File: src/logic/gprsfr_pkg.sv
// constants for the cpu register file and special function window
// assumes an 8-bit cpu datapath with a 16-bit data address space
package gprsfr_pkg;

  localparam int GPR_NUM = 8;
  localparam logic [7:0] SFR_PAGE = 8'hff;

  // access width codes on the sfr port
  localparam logic [1:0] ACC_BIT  = 2'h0;
  localparam logic [1:0] ACC_BYTE = 2'h1;
  localparam logic [1:0] ACC_WORD = 2'h2;

  // word pair indices by function name
  localparam logic [1:0] ACCUMULATOR_PAIR = 2'h0;
  localparam logic [1:0] SECOND_PAIR      = 2'h1;
  localparam logic [1:0] THIRD_PAIR       = 2'h2;
  localparam logic [1:0] FOURTH_PAIR      = 2'h3;

  localparam logic [15:0] ADDR_PORT_LATCH_2  = 16'hff02;
  localparam logic [15:0] ADDR_PORT_LATCH_3  = 16'hff03;
  localparam logic [15:0] ADDR_PORT_LATCH_4  = 16'hff04;
  localparam logic [15:0] ADDR_PORT_LATCH_12 = 16'hff0c;
  localparam logic [15:0] ADDR_PORT_LATCH_13 = 16'hff0d;
  localparam logic [15:0] ADDR_TMH_CMP_LOW   = 16'hff0e;
  localparam logic [15:0] ADDR_TMH_CMP_HIGH  = 16'hff0f;
  localparam logic [15:0] ADDR_WIDE_COUNT    = 16'hff12;
  localparam logic [15:0] ADDR_CAPCOMP_A     = 16'hff14;
  localparam logic [15:0] ADDR_CAPCOMP_B     = 16'hff16;
  localparam logic [15:0] ADDR_CONV_FULL     = 16'hff18;
  localparam logic [15:0] ADDR_CONV_UPPER    = 16'hff1a;
  localparam logic [15:0] ADDR_PORT_DIR_2    = 16'hff22;
  localparam logic [15:0] ADDR_PORT_DIR_3    = 16'hff23;
  localparam logic [15:0] ADDR_PORT_DIR_4    = 16'hff24;
  localparam logic [15:0] ADDR_PORT_DIR_12   = 16'hff2c;
  localparam logic [15:0] ADDR_PULLUP_2      = 16'hff32;
  localparam logic [15:0] ADDR_PULLUP_3      = 16'hff33;
  localparam logic [15:0] ADDR_PULLUP_4      = 16'hff34;
  localparam logic [15:0] ADDR_PULLUP_12     = 16'hff3c;
  localparam logic [15:0] ADDR_WDT_MODE      = 16'hff48;
  localparam logic [15:0] ADDR_WDT_ENABLE    = 16'hff49;
  localparam logic [15:0] ADDR_LV_MODE       = 16'hff50;
  localparam logic [15:0] ADDR_LV_LEVEL      = 16'hff51;
  localparam logic [15:0] ADDR_RESET_CAUSE   = 16'hff54;
  localparam logic [15:0] ADDR_SLOW_OSC      = 16'hff58;
  localparam logic [15:0] ADDR_FAST_OSC      = 16'hff5a;
  localparam logic [15:0] ADDR_WT_MODE_CTL   = 16'hff60;
  localparam logic [15:0] ADDR_WT_PRESCALER  = 16'hff61;
  localparam logic [15:0] ADDR_WT_CC_CTL     = 16'hff62;
  localparam logic [15:0] ADDR_WT_OUT_CTL    = 16'hff63;
  localparam logic [15:0] ADDR_TMH_MODE      = 16'hff70;

  localparam int INPUT_ONLY_BIT = 4;

  localparam logic [7:0]  PORT_LATCH_RST = 8'h00;
  localparam logic [7:0]  PORT_DIR_RST   = 8'hff;
  localparam logic [7:0]  PULLUP_RST     = 8'h00;
  localparam logic [7:0]  WDT_MODE_RST   = 8'h67;
  localparam logic [7:0]  WDT_ENABLE_RST = 8'h9a;
  localparam logic [7:0]  CAUSE_RST      = 8'h00;
  localparam logic [15:0] WIDE_RST       = 16'h0000;

  // per-register attributes
  typedef struct packed {
    logic impl;
    logic rd;
    logic wr;
    logic b1;
    logic b8;
    logic b16;
  } gprsfr_attr_t;

endpackage : gprsfr_pkg

File: src/logic/gprsfr_core.sv
// general-purpose register file and special function register window
// assumes the cpu datapath drives requests synchronous to core_clk
// and that peripherals feed their read-only values on plain inputs
`timescale 1ns/1ps

module gprsfr_core #(
  parameter logic [7:0] SFR_UNMAPPED_VAL = 8'h00
) (
  input  wire logic        core_clk,
  input  wire logic        arst_n,
  input  wire logic        gpr_we,
  input  wire logic        gpr_wr_wide,
  input  wire logic [2:0]  gpr_wr_index,
  input  wire logic [15:0] gpr_wr_data,
  input  wire logic        gpr_rd,
  input  wire logic        gpr_rd_wide,
  input  wire logic [2:0]  gpr_rd_index,
  output logic      [15:0] gpr_rd_data_ff,
  input  wire logic        sfr_req,
  input  wire logic        sfr_we,
  input  wire logic [15:0] sfr_addr,
  input  wire logic [1:0]  sfr_width,
  input  wire logic [2:0]  sfr_bit,
  input  wire logic        sfr_short_direct,
  input  wire logic [15:0] sfr_wdata,
  output logic             sfr_ack_ff,
  output logic             sfr_hit_ff,
  output logic             sfr_err_ff,
  output logic      [15:0] sfr_rdata_ff,
  input  wire logic        input_only_port_bit,
  input  wire logic [15:0] wide_timer_count,
  input  wire logic [9:0]  conversion_in,
  input  wire logic [7:0]  reset_source_in,
  output logic      [7:0]  port_latch_2_ff,
  output logic      [7:0]  port_direction_2_ff,
  output logic      [7:0]  pullup_option_2_ff,
  output logic      [7:0]  watchdog_mode_ff,
  output logic      [7:0]  watchdog_enable_ff,
  output logic      [15:0] capcomp_a_ff,
  output logic      [15:0] capcomp_b_ff
);

  typedef struct packed {
    logic [7:0][7:0]   gpr;
    logic [255:0][7:0] img;
    logic              cause_done;
    logic              ack;
    logic              hit;
    logic              err;
    logic [15:0]       rdata;
    logic [15:0]       grd;
  } gprsfr_state_t;

  function automatic gprsfr_pkg::gprsfr_attr_t sfr_attr(
    input logic [15:0] a
  );
    case (a)
      gprsfr_pkg::ADDR_PORT_LATCH_2, gprsfr_pkg::ADDR_PORT_LATCH_3,
      gprsfr_pkg::ADDR_PORT_LATCH_4, gprsfr_pkg::ADDR_PORT_LATCH_12,
      gprsfr_pkg::ADDR_PORT_DIR_2, gprsfr_pkg::ADDR_PORT_DIR_3,
      gprsfr_pkg::ADDR_PORT_DIR_4, gprsfr_pkg::ADDR_PORT_DIR_12,
      gprsfr_pkg::ADDR_PULLUP_2, gprsfr_pkg::ADDR_PULLUP_3,
      gprsfr_pkg::ADDR_PULLUP_4, gprsfr_pkg::ADDR_PULLUP_12,
      gprsfr_pkg::ADDR_WT_MODE_CTL, gprsfr_pkg::ADDR_WT_PRESCALER,
      gprsfr_pkg::ADDR_WT_CC_CTL, gprsfr_pkg::ADDR_WT_OUT_CTL,
      gprsfr_pkg::ADDR_TMH_MODE:
        sfr_attr = 6'h3e;
      gprsfr_pkg::ADDR_PORT_LATCH_13:
        sfr_attr = 6'h2e;
      gprsfr_pkg::ADDR_TMH_CMP_LOW, gprsfr_pkg::ADDR_TMH_CMP_HIGH,
      gprsfr_pkg::ADDR_WDT_MODE, gprsfr_pkg::ADDR_WDT_ENABLE,
      gprsfr_pkg::ADDR_LV_MODE, gprsfr_pkg::ADDR_LV_LEVEL,
      gprsfr_pkg::ADDR_SLOW_OSC, gprsfr_pkg::ADDR_FAST_OSC:
        sfr_attr = 6'h3a;
      gprsfr_pkg::ADDR_RESET_CAUSE, gprsfr_pkg::ADDR_CONV_UPPER:
        sfr_attr = 6'h32;
      gprsfr_pkg::ADDR_WIDE_COUNT, gprsfr_pkg::ADDR_CONV_FULL:
        sfr_attr = 6'h31;
      gprsfr_pkg::ADDR_CAPCOMP_A, gprsfr_pkg::ADDR_CAPCOMP_B:
        sfr_attr = 6'h39;
      // odd halves of word registers: mapped, but no width allowed
      gprsfr_pkg::ADDR_WIDE_COUNT | 16'h0001,
      gprsfr_pkg::ADDR_CAPCOMP_A | 16'h0001,
      gprsfr_pkg::ADDR_CAPCOMP_B | 16'h0001,
      gprsfr_pkg::ADDR_CONV_FULL | 16'h0001:
        sfr_attr = 6'h20;
      default:
        sfr_attr = 6'h00;
    endcase
  endfunction : sfr_attr

  function automatic logic [255:0][7:0] sfr_reset_img();
    logic [255:0][7:0] r;
    r = '0;
    r[gprsfr_pkg::ADDR_PORT_LATCH_2[7:0]]  = gprsfr_pkg::PORT_LATCH_RST;
    r[gprsfr_pkg::ADDR_PORT_LATCH_3[7:0]]  = gprsfr_pkg::PORT_LATCH_RST;
    r[gprsfr_pkg::ADDR_PORT_LATCH_4[7:0]]  = gprsfr_pkg::PORT_LATCH_RST;
    r[gprsfr_pkg::ADDR_PORT_LATCH_12[7:0]] = gprsfr_pkg::PORT_LATCH_RST;
    r[gprsfr_pkg::ADDR_PORT_LATCH_13[7:0]] = gprsfr_pkg::PORT_LATCH_RST;
    r[gprsfr_pkg::ADDR_PORT_DIR_2[7:0]]    = gprsfr_pkg::PORT_DIR_RST;
    r[gprsfr_pkg::ADDR_PORT_DIR_3[7:0]]    = gprsfr_pkg::PORT_DIR_RST;
    r[gprsfr_pkg::ADDR_PORT_DIR_4[7:0]]    = gprsfr_pkg::PORT_DIR_RST;
    r[gprsfr_pkg::ADDR_PORT_DIR_12[7:0]]   = gprsfr_pkg::PORT_DIR_RST;
    r[gprsfr_pkg::ADDR_PULLUP_2[7:0]]      = gprsfr_pkg::PULLUP_RST;
    r[gprsfr_pkg::ADDR_WDT_MODE[7:0]]      = gprsfr_pkg::WDT_MODE_RST;
    r[gprsfr_pkg::ADDR_WDT_ENABLE[7:0]]    = gprsfr_pkg::WDT_ENABLE_RST;
    r[gprsfr_pkg::ADDR_RESET_CAUSE[7:0]]   = gprsfr_pkg::CAUSE_RST;
    return r;
  endfunction : sfr_reset_img

  // byte slot of a pair member; hi selects the odd register
  function automatic logic [2:0] pair_slot(
    input logic [1:0] pair,
    input logic       hi
  );
    return {pair, hi};
  endfunction : pair_slot

  localparam logic [255:0][7:0] IMG_RST = sfr_reset_img();

  gprsfr_state_t s_ff;
  gprsfr_state_t nxt_s;

  gprsfr_pkg::gprsfr_attr_t at;
  logic [7:0] lo;
  logic [7:0] hi_lo;
  logic [7:0] rbyte;
  logic       wok;
  logic       dok;
  logic       ok;

  always_comb begin
    nxt_s = s_ff;
    nxt_s.ack = 1'b0;
    nxt_s.hit = 1'b0;
    nxt_s.err = 1'b0;
    nxt_s.rdata = '0;
    nxt_s.grd = s_ff.grd;
    lo = sfr_addr[7:0];
    hi_lo = {sfr_addr[7:1], 1'b1};
    at = sfr_attr(sfr_addr);
    wok = 1'b0;
    dok = 1'b0;
    ok = 1'b0;
    rbyte = s_ff.img[lo];
    if (lo == gprsfr_pkg::ADDR_PORT_LATCH_3[7:0]) begin
      rbyte[gprsfr_pkg::INPUT_ONLY_BIT] = input_only_port_bit;
    end
    // hardware-owned read-only values follow their sources
    nxt_s.img[gprsfr_pkg::ADDR_WIDE_COUNT[7:0]] =
      wide_timer_count[7:0];
    nxt_s.img[gprsfr_pkg::ADDR_WIDE_COUNT[7:0] + 8'h01] =
      wide_timer_count[15:8];
    nxt_s.img[gprsfr_pkg::ADDR_CONV_FULL[7:0]] = conversion_in[7:0];
    nxt_s.img[gprsfr_pkg::ADDR_CONV_FULL[7:0] + 8'h01] =
      {6'h00, conversion_in[9:8]};
    nxt_s.img[gprsfr_pkg::ADDR_CONV_UPPER[7:0]] = conversion_in[9:2];
    // cause is caught one edge after release, never under reset
    if (!s_ff.cause_done) begin
      nxt_s.img[gprsfr_pkg::ADDR_RESET_CAUSE[7:0]] =
        reset_source_in;
      nxt_s.cause_done = 1'b1;
    end
    if (sfr_req) begin
      nxt_s.ack = 1'b1;
      nxt_s.hit = (sfr_addr[15:8] == gprsfr_pkg::SFR_PAGE);
      // symbol and address forms arrive as the same address
      case (sfr_width)
        gprsfr_pkg::ACC_BIT:  wok = at.b1;
        gprsfr_pkg::ACC_BYTE: wok = at.b8;
        gprsfr_pkg::ACC_WORD: wok = at.b16 && !sfr_addr[0] &&
                                    sfr_short_direct;
        default:              wok = 1'b0;
      endcase
      dok = sfr_we ? at.wr : at.rd;
      ok = nxt_s.hit && at.impl && wok && dok;
      nxt_s.err = !ok;
      if (ok && sfr_we) begin
        case (sfr_width)
          gprsfr_pkg::ACC_BIT:
            nxt_s.img[lo][sfr_bit] = sfr_wdata[0];
          gprsfr_pkg::ACC_WORD: begin
            nxt_s.img[lo] = sfr_wdata[7:0];
            nxt_s.img[hi_lo] = sfr_wdata[15:8];
          end
          default:
            nxt_s.img[lo] = sfr_wdata[7:0];
        endcase
      end
      if (!sfr_we) begin
        if (ok) begin
          case (sfr_width)
            gprsfr_pkg::ACC_BIT:
              nxt_s.rdata = {15'h0000, rbyte[sfr_bit]};
            gprsfr_pkg::ACC_WORD:
              nxt_s.rdata = {s_ff.img[hi_lo], rbyte};
            default:
              nxt_s.rdata = {8'h00, rbyte};
          endcase
        end else if (nxt_s.hit && !at.impl) begin
          nxt_s.rdata = {8'h00, SFR_UNMAPPED_VAL};
        end
      end
    end
    // register file: reads see the value before a same-cycle write
    if (gpr_rd) begin
      if (gpr_rd_wide) begin
        nxt_s.grd = {s_ff.gpr[pair_slot(gpr_rd_index[1:0], 1'b1)],
                     s_ff.gpr[pair_slot(gpr_rd_index[1:0], 1'b0)]};
      end else begin
        nxt_s.grd = {8'h00, s_ff.gpr[gpr_rd_index]};
      end
    end
    if (gpr_we) begin
      if (gpr_wr_wide) begin
        nxt_s.gpr[pair_slot(gpr_wr_index[1:0], 1'b0)] =
          gpr_wr_data[7:0];
        nxt_s.gpr[pair_slot(gpr_wr_index[1:0], 1'b1)] =
          gpr_wr_data[15:8];
      end else begin
        nxt_s.gpr[gpr_wr_index] = gpr_wr_data[7:0];
      end
    end
  end

  always_ff @(posedge core_clk or negedge arst_n) begin
    if (!arst_n) begin
      s_ff <= '{gpr: '0, img: IMG_RST, cause_done: 1'b0, ack: 1'b0,
                hit: 1'b0, err: 1'b0, rdata: 16'h0000,
                grd: 16'h0000};
    end else begin
      s_ff <= nxt_s;
    end
  end

  assign gpr_rd_data_ff = s_ff.grd;
  assign sfr_ack_ff = s_ff.ack;
  assign sfr_hit_ff = s_ff.hit;
  assign sfr_err_ff = s_ff.err;
  assign sfr_rdata_ff = s_ff.rdata;
  assign port_latch_2_ff = s_ff.img[gprsfr_pkg::ADDR_PORT_LATCH_2[7:0]];
  assign port_direction_2_ff = s_ff.img[gprsfr_pkg::ADDR_PORT_DIR_2[7:0]];
  assign pullup_option_2_ff = s_ff.img[gprsfr_pkg::ADDR_PULLUP_2[7:0]];
  assign watchdog_mode_ff = s_ff.img[gprsfr_pkg::ADDR_WDT_MODE[7:0]];
  assign watchdog_enable_ff = s_ff.img[gprsfr_pkg::ADDR_WDT_ENABLE[7:0]];
  assign capcomp_a_ff = {s_ff.img[gprsfr_pkg::ADDR_CAPCOMP_A[7:0] + 8'h01],
                         s_ff.img[gprsfr_pkg::ADDR_CAPCOMP_A[7:0]]};
  assign capcomp_b_ff = {s_ff.img[gprsfr_pkg::ADDR_CAPCOMP_B[7:0] + 8'h01],
                         s_ff.img[gprsfr_pkg::ADDR_CAPCOMP_B[7:0]]};
endmodule : gprsfr_core

File: config.mk
export PLATFORM = sky130hd
export DESIGN_NAME = gprsfr_core
export DESIGN_NICKNAME = d
export VERILOG_FILES = /design/src/logic/gprsfr_pkg.sv /design/src/logic/gprsfr_core.sv
export SDC_FILE = /design/constraint.sdc
export NUM_CORES = 2
export LEC_CHECK = 0
export BUFFER_PORTS_ARGS = -buffer_cell sky130_fd_sc_hd__buf_2
export CAP_MARGIN = 40
export CORE_ASPECT_RATIO = 0.8
export CORE_MARGIN = 3
export CORE_UTILIZATION = 50
export DETAILED_ROUTE_END_ITERATION = 10
export HOLD_SLACK_MARGIN = 0.06
export PLACE_DENSITY_LB_ADDON = 0.2
export REMOVE_ABC_BUFFERS = 1
export SLEW_MARGIN = 20
export SYNTH_ARGS = -nofsm -noshare
export SYNTH_HDL_FRONTEND = slang
export SYNTH_SLANG_ARGS = --single-unit
File: constraint.sdc
create_clock -name core_clk -period 2.5 [get_ports core_clk]
set_clock_uncertainty 0.1 [all_clocks]
set_input_delay 0.5 -clock core_clk [delete_from_list [all_inputs] [get_ports core_clk]]
set_output_delay 0.5 -clock core_clk [all_outputs]
set_load 0.01 [all_outputs]
==> flow_summary.yaml <==
synthesis:
  postSynthCellCount: 8146
  netlist_area_um2: 95000
  syn_area_per_cell_um2: 11.7
  synthTopCellsByArea: "dfrtp_1 (56%), mux4_2 (12%), clkbuf_1 (8.0%)"
  ys_types: 97
  yosysTopAreaCell: "dfrtp_1"
  synth_top_area_share_pct: 55.5
  synth-edff-count: 0
  synthFlopType: "dfrtp_1"
  ys_warn_count: 0
  ys_seq_area_share_pct: 56.7
  ys_ff_latch: 2148
  synthTopCellsByCount: "dfrtp_1 (2107), clkbuf_1 (2018), mux4_2 (500)"
  synth.most_common_cell: "dfrtp_1"
  async_reset_ff_share_pct: 100
die:
  core_area_um2: 188000
  die-area_um2: 195000
  io_pins: 210
  die_h_um: 396
  start_util_pct: 50.5
  die_x_um: 493
  row_count: 142
cts:
  clock-sinks: 2148
  cts_root_buf: "clkbuf_16"
  cts_tree: "done"
  insertion_delay_ns: 0.88
  htreeDepth: 4
  clk_pin_slew_worst_paths_ns: 0.07
  clockBufferDepth: 3
  numCtsBuffers: 208
route:
  ant_nets: 0
  drt-total-wl_um: 377000
  drc: 0
  wl_per_cell_um: 33.8
  wl_met1_um: 150000
  wl_met3_um: 44100
  wl_met2_um: 159000
  via_per_inst: 6.29
  drt_iter0_drc: 9192
  highest_layer: "met5"
  vias: 70300
  dr.pass1.iters: 6
finish:
  num-nets-final: 8561
  final_area_um2: 121000
  fillers: 14000
  drive_above_1_share_pct: 45.9
  fin_cells: 11200
  area_delta_synth_final_pct: 27.0
global_route:
  antenna_found_initial: 23
  overflow: 0
  grt_pass1_wl_um: 534000
  track_usage_pct: 38.4
  grt_pass1_vias: 71000
  grt_max_degree: 113
timing:
  fin_crit_sh_pct: 119
  max_freq_mhz: 336
  tightestPinTransition_ns: 0.898
  period_needed_ns: 2.98
  slew_viol_final: 0
  setup_violations: 244
  timing.final.ws_setup_ns: -0.479
  slew-limit-headroom_pct: 40.0
  hold_violations: 0
  final.setup.tns_ns: -36.68
  rsz0062_at_grt: "true"
place:
  dpl.cell_count: 10600
  gp_congestion: 1.03
  dp_hpwl_um: 277000
  portBuffers: 209
  placedInstanceArea_um2: 107000
setup_path:
  required_ns: 3.18
  crit_path_start_kind: "flip-flop"
  worstSetupPathType: "flip-flop to flip-flop"
  critPathArrivalTime_ns: 3.66
  crit_path_max_fanout: 2
  end_kind: "flip-flop"
status:
  outcome: "complete, but fails checks"
  violations: "setup timing"
min_path:
  hp-class: "input pin to flip-flop"
power:
  p_leak_uw: 0.0570
  irDropWorstVdd_v: 0.000657
  power_density_nw_per_um2: 630
job:
  drv_cap: 0
==> placed cells by master, fill, tap and decap left out, types with 124 or more instances in the layout <==
cell,netlist,layout
mux4_2,500,501
buf_12,5,207
a21oi_1,459,289
nand2_1,485,407
buf_4,181,1882
clkbuf_16,0,215
buf_2,133,200
o21ai_0,300,198
nor2_1,275,230
a21oi_2,4,124
mux2i_1,259,257
mux2_2,131,124
dfrtp_1,2107,2106
a22oi_1,253,242
==> final timing paths <==
check	start	to	slack, ns	cells past startpoint
setup reg to reg	s_ff[849]$_DFFE_PN0P_	sfr_rdata_ff[0]$_DFF_PN0_	-0.48	10
min in group asynchronous	arst_n	s_ff[1902]$_DFFE_PN0P_	0.27	3
max in group asynchronous	arst_n	s_ff[1130]$_DFFE_PN0P_	1.10	3
hold / removal	gpr_wr_index[2]	s_ff[2147]$_DFFE_PN0P_	0.14	4
setup / recovery	s_ff[849]$_DFFE_PN0P_	sfr_rdata_ff[0]$_DFF_PN0_	-0.48	10
hold reg to reg	s_ff[1844]$_DFFE_PN0P_	s_ff[1844]$_DFFE_PN0P_	0.27	0
==> what timing repair did <==
item / in CTS / in global routing
resized for setup: 614 / 356
endpoints found under the setup margin: 256 / 255
hold buffers: 74 / 0
gates cloned: 24 / 4
setup buffers: 105 / 43
pin swaps: 144 / 110
endpoints found under the hold margin: 1518 / 0
==> cells by family (layout without fill, tap and decap cells) <==
logic type,count (synthesis),in the layout,synth area share [%]
AOI/OAI and AO/OA,1589,1590,10.8
DFF,2148,2148,56.7
and+or+nand+nor,1076,1076,5.15
other,2,25,0.00791
muxes,906,906,16.6
xor gates and xnor gates,1,1,0.00922
buffers and inverters,2424,2907,10.8
==> flip-flops by register name (all words and copies together) (netlist names), 8 cells and up <==
name and cells:
s_ff 2041, capcomp_a_ff 16, capcomp_b_ff 16, gpr_rd_data_ff 16, sfr_rdata_ff 16, port_direction_2_ff 8, port_latch_2_ff 8, pullup_option_2_ff 8
watchdog_enable_ff 8, watchdog_mode_ff 8
==> layer usage <==
metal  track usage (%)  vias to the layer above
li1                  -                    28400
met4              20.2                       10
met3              11.9                     1054
met5                 0                        -
met1              54.1                    36300
met2              53.7                     4568
==> critical path, stage by stage, from the launching register on <==
cell and delay, ns:
dfrtp_1 0.44, mux4_2 0.37, nor2_1 0.07, a2111oi_1 0.52, a211o_1 0.18, o21ai_0 0.12
buf_4 0.20, or4b_4 0.51, a21oi_2 0.15, o41ai_2 0.08, a21boi_1 0.14
==> where the power goes <==
group | total [µW] | internal [µW] | switching, µW
Combinational | 6630 | 2570 | 4070
Clock | 34100 | 19600 | 14500
Sequential | 35300 | 35000 | 221
Total | 76000 | 57200 | 18800
==> layout make-up <==
type	count	area, µm²	share of cell area (%)
Sequential cell	2148	53800	44.6
Multi-Input combinational cell	3580	34000	28.2
Timing Repair Buffer	2499	22100	18.3
Clock buffer	293	6020	4.99
Tap cell	2520	3150	2.61
Clock inverter	94	1390	1.15
Inverter	21	86.3	0.0716
Antenna cell	18	45.0	0.0373
==> metrics by stage <==
stage	setup slack, ns	total power [µW]	hold WS [ns]	utilization (%)
after global placement	-1.88	41800	0.258	57.0
after global routing	-0.499	78000	0.117	64.1
after CTS	-0.389	76000	0.0753	63.3
final	-0.479	76000	0.137	64.2
after floorplan	-5.19	37400	0.104	-
after detailed placement	-1.77	41900	0.260	57.0
(Power assumes the default switching activity.)
